--- config.mk ---
export PLATFORM = sky130hd
export DESIGN_NAME = ocfr_responder
export DESIGN_NICKNAME = d
export VERILOG_FILES = /design/src/rtl/ocfr_pkg.sv /design/src/rtl/ocfr_responder.sv /design/src/rtl/ocfr_timer.sv
export SDC_FILE = /design/constraint.sdc
export NUM_CORES = 1
export LEC_CHECK = 0
export ABC_CLOCK_PERIOD_IN_PS = 10300
export BUFFER_PORTS_ARGS = -buffer_cell sky130_fd_sc_hd__buf_2
export CORE_MARGIN = 5
export CORE_UTILIZATION = 60
export CTS_CLUSTER_SIZE = 28
export DETAILED_ROUTE_END_ITERATION = 12
export PLACE_DENSITY_LB_ADDON = 0.08
export SETUP_SLACK_MARGIN = 0.1
export SYNTH_ARGS = -nofsm -noshare
export SYNTH_HDL_FRONTEND = slang
export SYNTH_SLANG_ARGS = --single-unit
--- constraint.sdc ---
create_clock -name core_clk -period 10.3 [get_ports core_clk]
set_input_delay 2.06 -clock core_clk [delete_from_list [all_inputs] [get_ports core_clk]]
set_output_delay 2.06 -clock core_clk [all_outputs]
set_load 0.02 [all_outputs]
--- src/rtl/ocfr_pkg.sv ---
// Constants, types and state encodings for the overcurrent fault responder.
// Assumes a 10 MHz core clock and a management link that delivers register writes.
// What this block does
// Code 01: limit current, shut down on low voltage.
// Code 10: limit for delay, then apply retry.
// Code 11: shut down at once, then retry.
// Retry 000: never restart, stay off.
// Retry 1..6: try that often, then latch off.
// Retry all ones: retry without limit.
// Restart spacing equals delay units times unit.
// Every fault sets status bit and notifies host.
// Delay field decodes as two to the power.
// Code 00: limit current forever, ignore voltage.
// Attempt counter clears per episode or clear.
package ocfr_pkg;
  localparam int          CFG_W          = 8;
  localparam logic [7:0]  CFG_RESET      = 8'h00;
  localparam int          RESP_HI        = 7;
  localparam int          RESP_LO        = 6;
  localparam int          RETRY_HI       = 5;
  localparam int          RETRY_LO       = 3;
  localparam int          DELAY_HI       = 2;
  localparam int          DELAY_LO       = 0;
  localparam logic [1:0]  RESP_IGNORE    = 2'h0;
  localparam logic [1:0]  RESP_COND_CC   = 2'h1;
  localparam logic [1:0]  RESP_DELAY_CC  = 2'h2;
  localparam logic [1:0]  RESP_DISABLE   = 2'h3;
  localparam logic [2:0]  RETRY_NONE     = 3'h0;
  localparam logic [2:0]  RETRY_FOREVER  = 3'h7;
  localparam int          UNIT_W         = 16;
  localparam int          DCNT_W         = 24;
  localparam logic [23:0] DCNT_ONE       = 24'h000001;
  localparam logic [2:0]  ATT_ZERO       = 3'h0;

  typedef enum logic [2:0] {
    OCFR_RUN     = 3'b000,
    OCFR_LIMIT   = 3'b001,
    OCFR_OFF_WT  = 3'b010,
    OCFR_RESTART = 3'b011,
    OCFR_LATCHED = 3'b100
  } ocfr_state_t;

  typedef struct packed {
    logic oc_fault;
    logic low_voltage;
    logic fault_clear;
  } ocfr_sense_t;

  typedef struct packed {
    logic output_enable;
    logic current_limit;
    logic status_oc_fault;
    logic notify;
    logic latched_off;
  } ocfr_ctrl_t;
endpackage

--- src/rtl/ocfr_responder.sv ---
// Overcurrent fault response controller: config register, response state machine, retries.
// Assumes fault, low-voltage and clear inputs are pins from outside this clock domain.
`timescale 1ns/1ps
module ocfr_responder
  import ocfr_pkg::*;
(
  input  wire logic              core_clk,
  input  wire logic              rstn,
  input  wire logic              cfg_wr,
  input  wire logic [CFG_W-1:0]  cfg_wdata,
  output logic [CFG_W-1:0]       cfg_rdata,
  input  wire logic [UNIT_W-1:0] unit_cycles,
  input  wire ocfr_sense_t       sense_in,
  output ocfr_ctrl_t             ctrl_out,
  output logic [2:0]             attempts_used
);
  logic [CFG_W-1:0] cfg_r;
  logic [CFG_W-1:0] cfg_nxt;
  ocfr_sense_t      s1_r;
  ocfr_sense_t      s2_r;
  ocfr_sense_t      s3_r;
  ocfr_sense_t      sv_r;
  ocfr_sense_t      sv_nxt;
  ocfr_state_t      st_r;
  ocfr_state_t      st_nxt;
  logic [2:0]       att_r;
  logic [2:0]       att_nxt;
  ocfr_ctrl_t       ctl_r;
  ocfr_ctrl_t       ctl_nxt;
  logic             tmr_start;
  logic             tmr_done;
  logic [1:0]       resp;
  logic [2:0]       retry;
  logic             fault_rise;

  assign resp  = cfg_r[RESP_HI:RESP_LO];
  assign retry = cfg_r[RETRY_HI:RETRY_LO];

  // Pin inputs take three stages; a change is accepted once stages two and three agree.
  always_ff @(posedge core_clk) begin
    if (!rstn) begin
      s1_r <= '0;
      s2_r <= '0;
      s3_r <= '0;
    end else begin
      s1_r <= sense_in;
      s2_r <= s1_r;
      s3_r <= s2_r;
    end
  end

  always_comb begin
    sv_nxt = sv_r;
    if (s2_r.oc_fault == s3_r.oc_fault) sv_nxt.oc_fault = s3_r.oc_fault;
    if (s2_r.low_voltage == s3_r.low_voltage) sv_nxt.low_voltage = s3_r.low_voltage;
    if (s2_r.fault_clear == s3_r.fault_clear) sv_nxt.fault_clear = s3_r.fault_clear;
  end

  assign fault_rise = sv_nxt.oc_fault && !sv_r.oc_fault;

  always_comb begin
    cfg_nxt = cfg_wr ? cfg_wdata : cfg_r;
  end

  // Retries remain while the count is below the programmed value or retry is unlimited.
  function automatic logic may_retry(input logic [2:0] rc, input logic [2:0] used);
    may_retry = (rc == RETRY_FOREVER) || (used < rc);
  endfunction

  always_comb begin
    st_nxt    = st_r;
    att_nxt   = att_r;
    ctl_nxt   = ctl_r;
    tmr_start = 1'b0;
    ctl_nxt.notify = 1'b0;
    if (sv_r.oc_fault) ctl_nxt.status_oc_fault = 1'b1;
    if (fault_rise) ctl_nxt.notify = 1'b1;
    if (sv_r.fault_clear) ctl_nxt.status_oc_fault = sv_r.oc_fault;
    case (st_r)
      OCFR_RUN: begin
        ctl_nxt.output_enable = 1'b1;
        ctl_nxt.current_limit = 1'b0;
        // A restart that recovered leaves its count behind; the next episode starts from zero.
        if (fault_rise || sv_r.fault_clear) att_nxt = ATT_ZERO;
        if (sv_r.oc_fault) begin
          case (resp)
            RESP_IGNORE: begin
              st_nxt = OCFR_LIMIT;
            end
            RESP_COND_CC: begin
              st_nxt = OCFR_LIMIT;
            end
            RESP_DELAY_CC: begin
              st_nxt    = OCFR_LIMIT;
              tmr_start = 1'b1;
            end
            default: begin
              st_nxt = OCFR_OFF_WT;
              ctl_nxt.output_enable = 1'b0;
              tmr_start = 1'b1;
            end
          endcase
        end
      end
      OCFR_LIMIT: begin
        ctl_nxt.current_limit = 1'b1;
        if (!sv_r.oc_fault) begin
          st_nxt = OCFR_RUN;
        end else if ((resp == RESP_COND_CC && sv_r.low_voltage) ||
                     (resp == RESP_DELAY_CC && tmr_done) || resp == RESP_DISABLE) begin
          st_nxt = OCFR_OFF_WT;
          ctl_nxt.output_enable = 1'b0;
          ctl_nxt.current_limit = 1'b0;
          tmr_start = 1'b1;
        end
      end
      OCFR_OFF_WT: begin
        ctl_nxt.output_enable = 1'b0;
        if (!may_retry(retry, att_r)) begin
          st_nxt = OCFR_LATCHED;
        end else if (tmr_done) begin
          st_nxt = OCFR_RESTART;
          ctl_nxt.output_enable = 1'b1;
          tmr_start = 1'b1;
          if (retry != RETRY_FOREVER) att_nxt = att_r + 3'h1;
        end
      end
      OCFR_RESTART: begin
        // The restart succeeds if the fault has gone by the next attempt slot.
        if (!sv_r.oc_fault) begin
          st_nxt = OCFR_RUN;
        end else if (tmr_done) begin
          if (may_retry(retry, att_r)) begin
            ctl_nxt.output_enable = 1'b1;
            tmr_start = 1'b1;
            if (retry != RETRY_FOREVER) att_nxt = att_r + 3'h1;
          end else begin
            st_nxt = OCFR_LATCHED;
            ctl_nxt.output_enable = 1'b0;
          end
        end else begin
          ctl_nxt.output_enable = 1'b1;
        end
      end
      OCFR_LATCHED: begin
        ctl_nxt.output_enable = 1'b0;
        ctl_nxt.current_limit = 1'b0;
        if (sv_r.fault_clear) begin
          st_nxt  = OCFR_RUN;
          att_nxt = ATT_ZERO;
        end
      end
      default: begin
        st_nxt = OCFR_RUN;
      end
    endcase
    ctl_nxt.latched_off = (st_nxt == OCFR_LATCHED);
  end

  always_ff @(posedge core_clk) begin
    if (!rstn) begin
      cfg_r <= CFG_RESET;
      sv_r  <= '0;
      st_r  <= OCFR_RUN;
      att_r <= ATT_ZERO;
      ctl_r <= '0;
    end else begin
      cfg_r <= cfg_nxt;
      sv_r  <= sv_nxt;
      st_r  <= st_nxt;
      att_r <= att_nxt;
      ctl_r <= ctl_nxt;
    end
  end

  ocfr_timer u_timer (
    .core_clk    (core_clk),
    .rstn        (rstn),
    .start       (tmr_start),
    .delay_code  (cfg_r[DELAY_HI:DELAY_LO]),
    .unit_cycles (unit_cycles),
    .expired     (tmr_done)
  );

  assign cfg_rdata     = cfg_r;
  assign ctrl_out      = ctl_r;
  assign attempts_used = att_r;
endmodule

--- src/rtl/ocfr_timer.sv ---
// Delay timer: loads a count of time units and pulses when it runs out.
// Assumes the unit length in core clock cycles is supplied by the caller.
`timescale 1ns/1ps
module ocfr_timer
  import ocfr_pkg::*;
(
  input  wire logic              core_clk,
  input  wire logic              rstn,
  input  wire logic              start,
  input  wire logic [2:0]        delay_code,
  input  wire logic [UNIT_W-1:0] unit_cycles,
  output logic                   expired
);
  logic [DCNT_W-1:0] cnt_r;
  logic [DCNT_W-1:0] cnt_nxt;
  logic              run_r;
  logic              run_nxt;

  // Power-of-two decode of the delay field.
  function automatic logic [DCNT_W-1:0] units_of(input logic [2:0] code);
    units_of = DCNT_ONE << code;
  endfunction

  always_comb begin
    cnt_nxt = cnt_r;
    run_nxt = run_r;
    if (start) begin
      // A zero unit length still gives at least one cycle per unit.
      cnt_nxt = DCNT_W'(units_of(delay_code) * DCNT_W'((unit_cycles == '0) ? 16'h0001 : unit_cycles));
      run_nxt = 1'b1;
    end else if (run_r) begin
      if (cnt_r <= DCNT_ONE) begin
        run_nxt = 1'b0;
      end else begin
        cnt_nxt = cnt_r - DCNT_ONE;
      end
    end
  end

  always_ff @(posedge core_clk) begin
    if (!rstn) begin
      cnt_r <= '0;
      run_r <= 1'b0;
    end else begin
      cnt_r <= cnt_nxt;
      run_r <= run_nxt;
    end
  end

  // Expiry is decoded from the count so the caller acts exactly one delay after the load.
  assign expired = run_r && (cnt_r <= DCNT_ONE);
endmodule

-- After elaboration in Yosys (flattened, before gate mapping)
Index checks and enable logic that the tools add are counted.
- bits in registers: 56
- latch bits: 0
- bits in writable memories: 0
- memory bits (read-only): 0
- input port bits: 30
- output and inout port bits: 16
- memories: 0
- add/subtract/negate cells: 2
- multiply operators: 1
- divide/modulo/power cells: 0
- order comparisons: 2
- equality and inequality tests: 23
- shift operators: 1
- multiplexer cells: 49
- bitwise logic cells: 0
- reduce and logical (&&, ||, !) cells: 23
- operator list (operator ; count):
    two-way mux 24 bit ; 3
    two-way mux 3 bit ; 17
    <= comparator 24 x 1 -> 1 bit (second input constant) ; 1
    multiplier 24 x 24 -> 24 bit ; 1
    left shift 1 x 3 -> 24 bit (first input constant) ; 1
    subtractor 24 x 1 -> 24 bit (second input constant) ; 1
    two-way mux 1 bit ; 20
    != test 2 bit (second input constant) ; 10
    logical NOT 16 bit ; 1
    two-way mux 16 bit ; 1
    one-hot mux 3 bit (5 select lines) ; 1
    one-hot mux 3 bit (4 select lines) ; 1
    equality test 3 bit (second input constant) ; 3
    AND reduction 8 bit ; 1
    equality test 3 x 2 -> 1 bit (second input constant) ; 2
    two-way mux 2 bit ; 3
    nonzero test 2 bit ; 3
    one-hot mux 1 bit (5 select lines) ; 1
    nonzero test 5 bit ; 1
    equality test 2 bit (second input constant) ; 2
    logical AND 1 bit ; 4
    logical OR 1 bit ; 4
    one-hot mux 1 bit (4 select lines) ; 1
    AND reduction 4 bit ; 1
    other kinds (14) ; 17

-- Logic depth before layout (Yosys ltp)
Gate-level depths: netlist of run 1.
- depth in word-level cells: 10
- depth in mapped cells: 25
- depth with buffers taken out: 23

-- Modules after synthesis
Synthesis of run 1 repeated with hierarchy kept, for this count alone.
- cells, all modules: 900
- area, all modules: 7683.6 µm²
- modules (own cells, without submodules) (module ; instances ; cells an instance ; area an instance (µm²)):
    ocfr_timer ; 1 ; 749 ; 6363.6
    ocfr_responder ; 1 ; 151 ; 1320.0

-- Worst setup path before layout of run 1
No wires, ideal clock.
- kind: in2reg
- from: in unit_cycles[7]
- to: reg u_timer.cnt_r[22]
- data arrival time: 7068 ps
- data required time: 10197 ps
- setup slack: 3128 ps
- stages: 19
- cell sequence: clkbuf_1 -> nand2_1 -> fa_1 -> inv_1 -> fa_1 -> inv_1 -> fa_1 -> inv_1 -> fa_1 -> fa_1 -> ha_1 -> ha_1 -> nand4_1 -> o21bai_1 -> a2111oi_0 -> a211oi_1 -> nor4_1 -> nor2_1 -> a2111oi_2
- word-level cells in the longest chain between the ends: 4
- ends and longest elaborated chain (element ; line ; text):
    from (decl) ; ocfr_responder.sv:12 ; input wire logic [UNIT_W-1:0] unit_cycles,
    logical NOT 16 bit ; ocfr_timer.sv:29 ; cnt_nxt = DCNT_W'(units_of(delay_code) * DCNT_W'((unit_cycles == '0) ? 16'h0001 : unit_cycles));
    two-way mux 16 bit * ; ocfr_timer.sv:29 ;
    multiplier 24 x 24 -> 24 bit * ; ocfr_timer.sv:29 ;
    two-way mux 24 bit * ; ocfr_timer.sv:27 ; if (start) begin
    to (signal assigned) ; ocfr_timer.sv:45 ; cnt_r <= cnt_nxt;
    to (decl) ; ocfr_timer.sv:14 ; logic [DCNT_W-1:0] cnt_r;
Mark *: on every way between the ends. The rest lies on a longest branch, timed or not.
A chain may end at the register's enable or synchronous reset.

-- Worst setup path in the final report of run 1
- from: in unit_cycles[4]
- to: reg u_timer.cnt_r[22]
The elaborated chain is that of the path after synthesis.

==> flow_summary_export.csv, run 1 <==
group,metric,value,unit
sta,finalSetupViolCount,0,
clocking,clkLatencyLatePin,0.30,ns
die,io_pins,46,
sta,rsz0062_at_grt,"no",
synthesis,synth_top_area_cell,"fa_1",
clocking,clock-sinks,56,
clocking,cts_tree,"yes",
detailed_routing,drt-pass1-iter-count,5,
critical_path,start_kind,"primary input",
clocking,htreeDepth,2,
synthesis,yosysMostFrequentCell,"inv_1",
synthesis,yosysTopAreaCellShare,21.4,%
synthesis,synthArstFlopShare,0,%
grt,grt_max_degree,28,
synthesis,synth_nets,1091,
critical_path,path_class,"primary input to flip-flop",
clocking,post_cts_buffers,0,
finish,diodes,0,
critical_path,worstReg2RegEnd,"u_timer.cnt_r[22]",
detailed_routing,wire_per_inst,15.6,um
die,core_area,12600,um2
finish,syn2layout_area_growth,7.12,%
synthesis,ys.flop_type,"dfxtp_1",
critical_path,cp_slowest_stage_delay,0.55,ns
sta,fin_crit,7.37,ns
grt,grt_pass1_wl,28400,um
worst_hold_path,hp-class,"flip-flop to flip-flop",
synthesis,syn_area,7670,um2
synthesis,synth_area_leaders,"fa_1 21%, ha_1 16%, dfxtp_1 15%, and2_1 7.4%, inv_1 6.6%",
die,die_w,123,um
critical_path,path_buf_inv,5,
pwr,ir_drop,0.0681,mV
critical_path,required,10.49,ns
critical_path,worstPathArrival,7.56,ns
synthesis,netlist_instances,878,
critical_path,path_cells,"buf_2, and2_1, fa_1, inv_1, fa_1, inv_1, fa_1, ha_1, fa_1, inv_1, fa_1, inv_1, ha_1, a21oi_1, o21bai_1, a2111oi_0, a211oi_1, nor4_1, nor2_1, a2111oi_2",
finish,nets,1116,
detailed_routing,met1_length,7630,um
placed_design,portBuffers,45,
critical_path,r2r-start,"cfg_rdata[2]",
sta,slew_viol_final,0,
critical_path,reg2reg_depth,20,
worst_hold_path,holdPathEnd,"s2_r[0]",
placed_design,placed_area,8020,um2
synthesis,synth-edff-count,0,
grt,overflow,0,
detailed_routing,drc,0,
placed_design,place_ws,2.63,ns
critical_path,path_delay_family,"adder cells",
sta,tns,0,ns
die,start_util,61.0,%
run_status,outcome,"finished, final reports clean",
detailed_routing,ant_nets,0,
synthesis,ys_seq_area_share,14.6,%
sta,finClkSkew,0.00749,ns
synthesis,synth_seq_cells,56,
sta,hold_viol,0,
detailed_routing,wl,16800,um
detailed_routing,routed-wl-met3,765,um
critical_path,end_kind,"flip-flop",
sta,holdWs,0.436,ns
clocking,ctsResizeCount,0,
synthesis,synth_cell_types,63,
clocking,root_buffer,"clkbuf_16",
job,cap_violations,0,
placed_design,hpwl,13200,um
sta,setup_slack,2.93,ns
pwr,p_leak,4.20,nW
clocking,cts-buffers-inserted,5,
critical_path,crit_path_max_fanout,9,
sta,fin_crit_sh,71.6,%
die,rows,41,
pwr,pwr_density_cell,78.6,nW/um2
synthesis,yosysWarnings,0,
sta,relSlewSlack,41.5,%
die,die-height,123,um
placed_design,gp_congestion,0.837,
detailed_routing,routed.top_layer,"met4",
detailed_routing,vias,6207,
critical_path,cpMaxStageDelayCell,"a2111oi_0",
detailed_routing,initialDrtViolationCount,401,
critical_path,r2r_slack,3.70,ns
detailed_routing,route.met2.wl,8100,um
sta,max_slew.worst_pin.slew,0.864,ns
grt,antenna_found_initial,0,
detailed_routing,viasPerCell,5.77,
clocking,clock_path_buffers,2,
clocking,cts.clk_slew.worst_paths,0.07,ns
worst_hold_path,hold_start,"s1_r[0]",
grt,grt_pass1_vias,6083,
finish,drive_above_1_share,9.08,%
finish,final_cell_area,8210,um2
clocking,hold_buffers,0,
critical_path,cp-startpoint,"unit_cycles[4]",
worst_hold_path,holdPathStages,1,
synthesis,synth_common_cells,"135 x inv_1, 101 x ha_1, 91 x and2_1",
die,die_area,15100,um2
critical_path,crit_top_cell,"fa_1",
grt,grtUsageTotal,23.1,%
sta,max_freq,136,MHz
synthesis,postSynthAreaPerCell,8.73,um2
cell families (layout without fill, tap and decap cells):
family / Yosys count / after routing / synth area share [%]
fa+ha+maj: 183 / 183 / 37.9
simple gates: 276 / 276 / 19.4
compound gates: 143 / 143 / 13.7
flops: 56 / 56 / 14.6
buf+inv: 169 / 194 / 8.39
xor+xnor: 42 / 42 / 4.80
mux: 9 / 9 / 1.18
flip-flops by register name, indices dropped and copies added, names as in the netlist:
| signal | count |
|---|---|
| attempts_used | 3 |
| cfg_rdata | 8 |
| ctrl_out | 5 |
| s1_r | 3 |
| s2_r | 3 |
| s3_r | 3 |
| st_r | 3 |
| sv_r | 3 |
| u_timer.cnt_r | 24 |
| u_timer.run_r | 1 |
cells in the final DEF (no fill, tap or decap), types with 10 or more instances in the layout:
cell	synthesis	layout
nor4_1	14	14
xor2_1	13	13
o21a_1	10	10
inv_1	135	135
nor3_1	28	28
xnor2_1	29	29
a211oi_1	10	10
nand3_1	18	18
buf_2	1	45
nor2_1	32	32
ha_1	101	101
dfxtp_1	56	56
o21ai_0	22	22
fa_1	82	82
and2_1	91	91
a21oi_1	41	41
nand2_1	55	55
final cells by class:
class                      instances  area, um2
clock inverter                     2       60.1
fill                            1070       4360
sequential                        56       1120
clock buffer                       5        125
tap                              172        215
inverter                         135        507
timing repair buffer              52        282
multi-input combinational        653       5900
through the flow:
stage | std cells | power [mW] | utilization, %
global route | 1075 | 0.688 | 65.3
global placement | 1067 | 0.430 | 63.8
floorplan | 878 | 0.379 | -
finish | 1075 | 0.646 | 65.3
CTS | 1074 | 0.651 | 65.2
detailed placement | 1067 | 0.436 | 63.8
how the worst max path moves through the flow:
stage	endpoint	slack (ns)	depth (start not counted)
after global routing	u_timer.cnt_r[22]	2.51	20
after CTS	u_timer.cnt_r[22]	2.90	20
after detailed placement	u_timer.cnt_r[22]	2.63	20
after global placement	u_timer.cnt_r[22]	2.76	20
final	u_timer.cnt_r[22]	2.93	20
after floorplan	u_timer.cnt_r[22]	3.13	19
per-layer routing:
metal / up-vias / GRT usage [%]
met2: 144 / 38.5
met4: 0 / 5.05
met1: 3078 / 32.6
li1: 2961 / -
met5: - / 0
met3: 24 / 2.38
worst reg2reg max path: stages, from the launching register on:
cell       delay, ns
dfxtp_1         0.50
and3b_1         0.69
and2_1          0.26
fa_1            0.42
inv_1           0.08
fa_1            0.40
inv_1           0.09
fa_1            0.43
ha_1            0.30
fa_1            0.48
inv_1           0.05
fa_1            0.47
inv_1           0.04
ha_1            0.30
a21oi_1         0.31
o21bai_1        0.14
a2111oi_0       0.55
a211oi_1        0.19
nor4_1          0.37
nor2_1          0.12
a2111oi_2       0.30
power by group:
group | switching, mW | total [mW] | internal (mW)
Sequential | 0.00444 | 0.225 | 0.220
Combinational | 0.123 | 0.207 | 0.0839
Clock | 0.0765 | 0.214 | 0.138
Total | 0.204 | 0.646 | 0.442
Power figures use the tool's default switching activity.
==> inputs of run 2 (changes only) <==
--- a/config.mk
+++ b/config.mk
@@ -5,7 +5,7 @@
 export SDC_FILE = /design/constraint.sdc
 export NUM_CORES = 1
 export LEC_CHECK = 0
-export ABC_CLOCK_PERIOD_IN_PS = 10300
+export ABC_CLOCK_PERIOD_IN_PS = 7150
 export BUFFER_PORTS_ARGS = -buffer_cell sky130_fd_sc_hd__buf_2
 export CORE_MARGIN = 5
 export CORE_UTILIZATION = 60
==> constraint.sdc (replaced) <==
create_clock -name core_clk -period 7.15 [get_ports core_clk]
set_input_delay 1.43 -clock core_clk [delete_from_list [all_inputs] [get_ports core_clk]]
set_output_delay 1.43 -clock core_clk [all_outputs]
set_load 0.02 [all_outputs]
==> flow_summary_export.csv, run 2 (same netlist as run 1, synthesis figures left out) <==
group,metric,value,unit
run_status,outcome,"finished, final reports clean",
pwr,finalPower,0.900,mW
finish,fillCellCount,1094,
grt,grtUsageTotal,23.1,%
detailed_routing,wire_per_inst,15.2,um
critical_path,required,7.35,ns
sta,finClkSkew,0.00828,ns
sta,slew_viol_final,0,
finish,final_cell_area,8230,um2
clocking,clkLatencyLatePin,0.30,ns
sta,setup_slack,0.557,ns
pwr,pwr_density_cell,109,nW/um2
sta,max_freq,152,MHz
die,die_w,123,um
finish,nets,1120,
pwr,p_leak,4.21,nW
clocking,cts.clk_slew.worst_paths,0.07,ns
grt,grt_pass1_vias,6173,
grt,use_met1,32.3,%
clocking,clock_path_buffers,2,
clocking,ctsResizeCount,0,
placed_design,portBuffers,45,
grt,grt.met3_usage,3.39,%
sta,rsz0062_at_grt,"no",
finish,layout_commonest_cell,"inv_1",
sta,fin_crit_sh,92.2,%
finish,ff_latch_area,1120,um2
placed_design,gp_congestion,0.920,
grt,top_usage_layer,"met2",
critical_path,start_kind,"primary input",
die,die_area,15100,um2
clocking,cts_tree,"yes",
die,die-height,123,um
placed_design,hpwl,13300,um
clocking,root_buffer,"clkbuf_16",
sta,relSlewSlack,32.9,%
grt,grt_max_degree,24,
critical_path,path_class,"primary input to flip-flop",
critical_path,crit_path_max_fanout,9,
die,start_util,61.0,%
sta,finalSetupViolCount,0,
job,cap_violations,0,
sta,tns,0,ns
grt,antenna_found_initial,0,
pwr,ir_drop,0.0848,mV
placed_design,placed_area,8050,um2
sta,holdWs,0.433,ns
finish,largest_register_ffs,24,
die,rows,41,
detailed_routing,vias,6165,
sta,fin_crit,6.59,ns
detailed_routing,drc,0,
die,core_area,12600,um2
finish,layout_common_cells,"135 x inv_1, 101 x ha_1, 91 x and2_1",
sta,hold_viol,0,
worst_hold_path,hp-class,"flip-flop to flip-flop",
finish,drive_above_1_share,9.69,%
critical_path,worstPathArrival,6.79,ns
finish,multi_input_area,5910,um2
finish,regMostFlops,"u_timer.cnt_r",
grt,overflow,0,
detailed_routing,ant_nets,0,
die,io_pins,46,
sta,max_slew.worst_pin.slew,0.993,ns
clocking,post_cts_buffers,0,
clocking,clock-sinks,56,
detailed_routing,drt-pass1-iter-count,5,
clocking,cts-buffers-inserted,5,
grt,grt_pass1_wl,28500,um
critical_path,end_kind,"flip-flop",
clocking,htreeDepth,2,
finish,diodes,0,
grt,met2_usage,38.9,%
clocking,hold_buffers,0,
detailed_routing,viasPerCell,5.71,
placed_design,place_ws,0.255,ns
detailed_routing,initialDrtViolationCount,318,
finish,syn2layout_area_growth,7.34,%
detailed_routing,wl,16400,um
[run 2: metal layers]
layer	vias up	part of all wire, %	wire [um]
met5	-	0	0
met4	0	1.0	164
met3	21	5.4	885
met2	156	48	7890
met1	3006	45	7450
li1	2982	-	-
[run 2: power by group]
group          leakage, nW  switching (mW)  total (mW)  internal [mW]
Combinational         3.68           0.172       0.293          0.120
Sequential           0.455         0.00660       0.324          0.317
Clock               0.0804           0.117       0.283          0.167
[run 2: worst max-delay path, cell delays in order]
cell and delay [ns]:
buf_2 0.15, and2_1 0.17, fa_1 0.54, inv_1 0.05
fa_1 0.47, inv_1 0.05, fa_1 0.45, ha_1 0.30
fa_1 0.48, inv_1 0.05, fa_1 0.47, inv_1 0.04
ha_1 0.31, a21oi_1 0.21, o21bai_1 0.13, a2111oi_0 0.53
a211oi_1 0.18, nor4_1 0.37, nor2_1 0.11, a2111oi_2 0.28
[run 2: final cells by class]
class	instances	share of cell area, %
multi-input cells	653	71.8
flip-flops and latches	56	13.6
inverters	135	6.16
repair buffers	56	3.74
well taps	172	2.62
clock buffers	5	1.52
clock inverters	3	0.563
[run 2: final timing paths]
kind / start / endpoint / slack (ns) / depth (start not counted)
max: unit_cycles[4] / u_timer.cnt_r[22] / 0.56 / 20
min: s1_r[1] / s2_r[1] / 0.43 / 1
max reg2reg: cfg_rdata[2] / u_timer.cnt_r[22] / 0.76 / 20
min reg2reg: s1_r[1] / s2_r[1] / 0.43 / 1
[run 2: stage by stage]
step           utilization [%]  std cells
2_1_floorplan                -        878
3_3_place_gp              64.1       1072
3_5_place_dp              64.1       1072
4_1_cts                   65.4       1080
5_1_grt                   65.5       1080
6_report                  65.5       1080
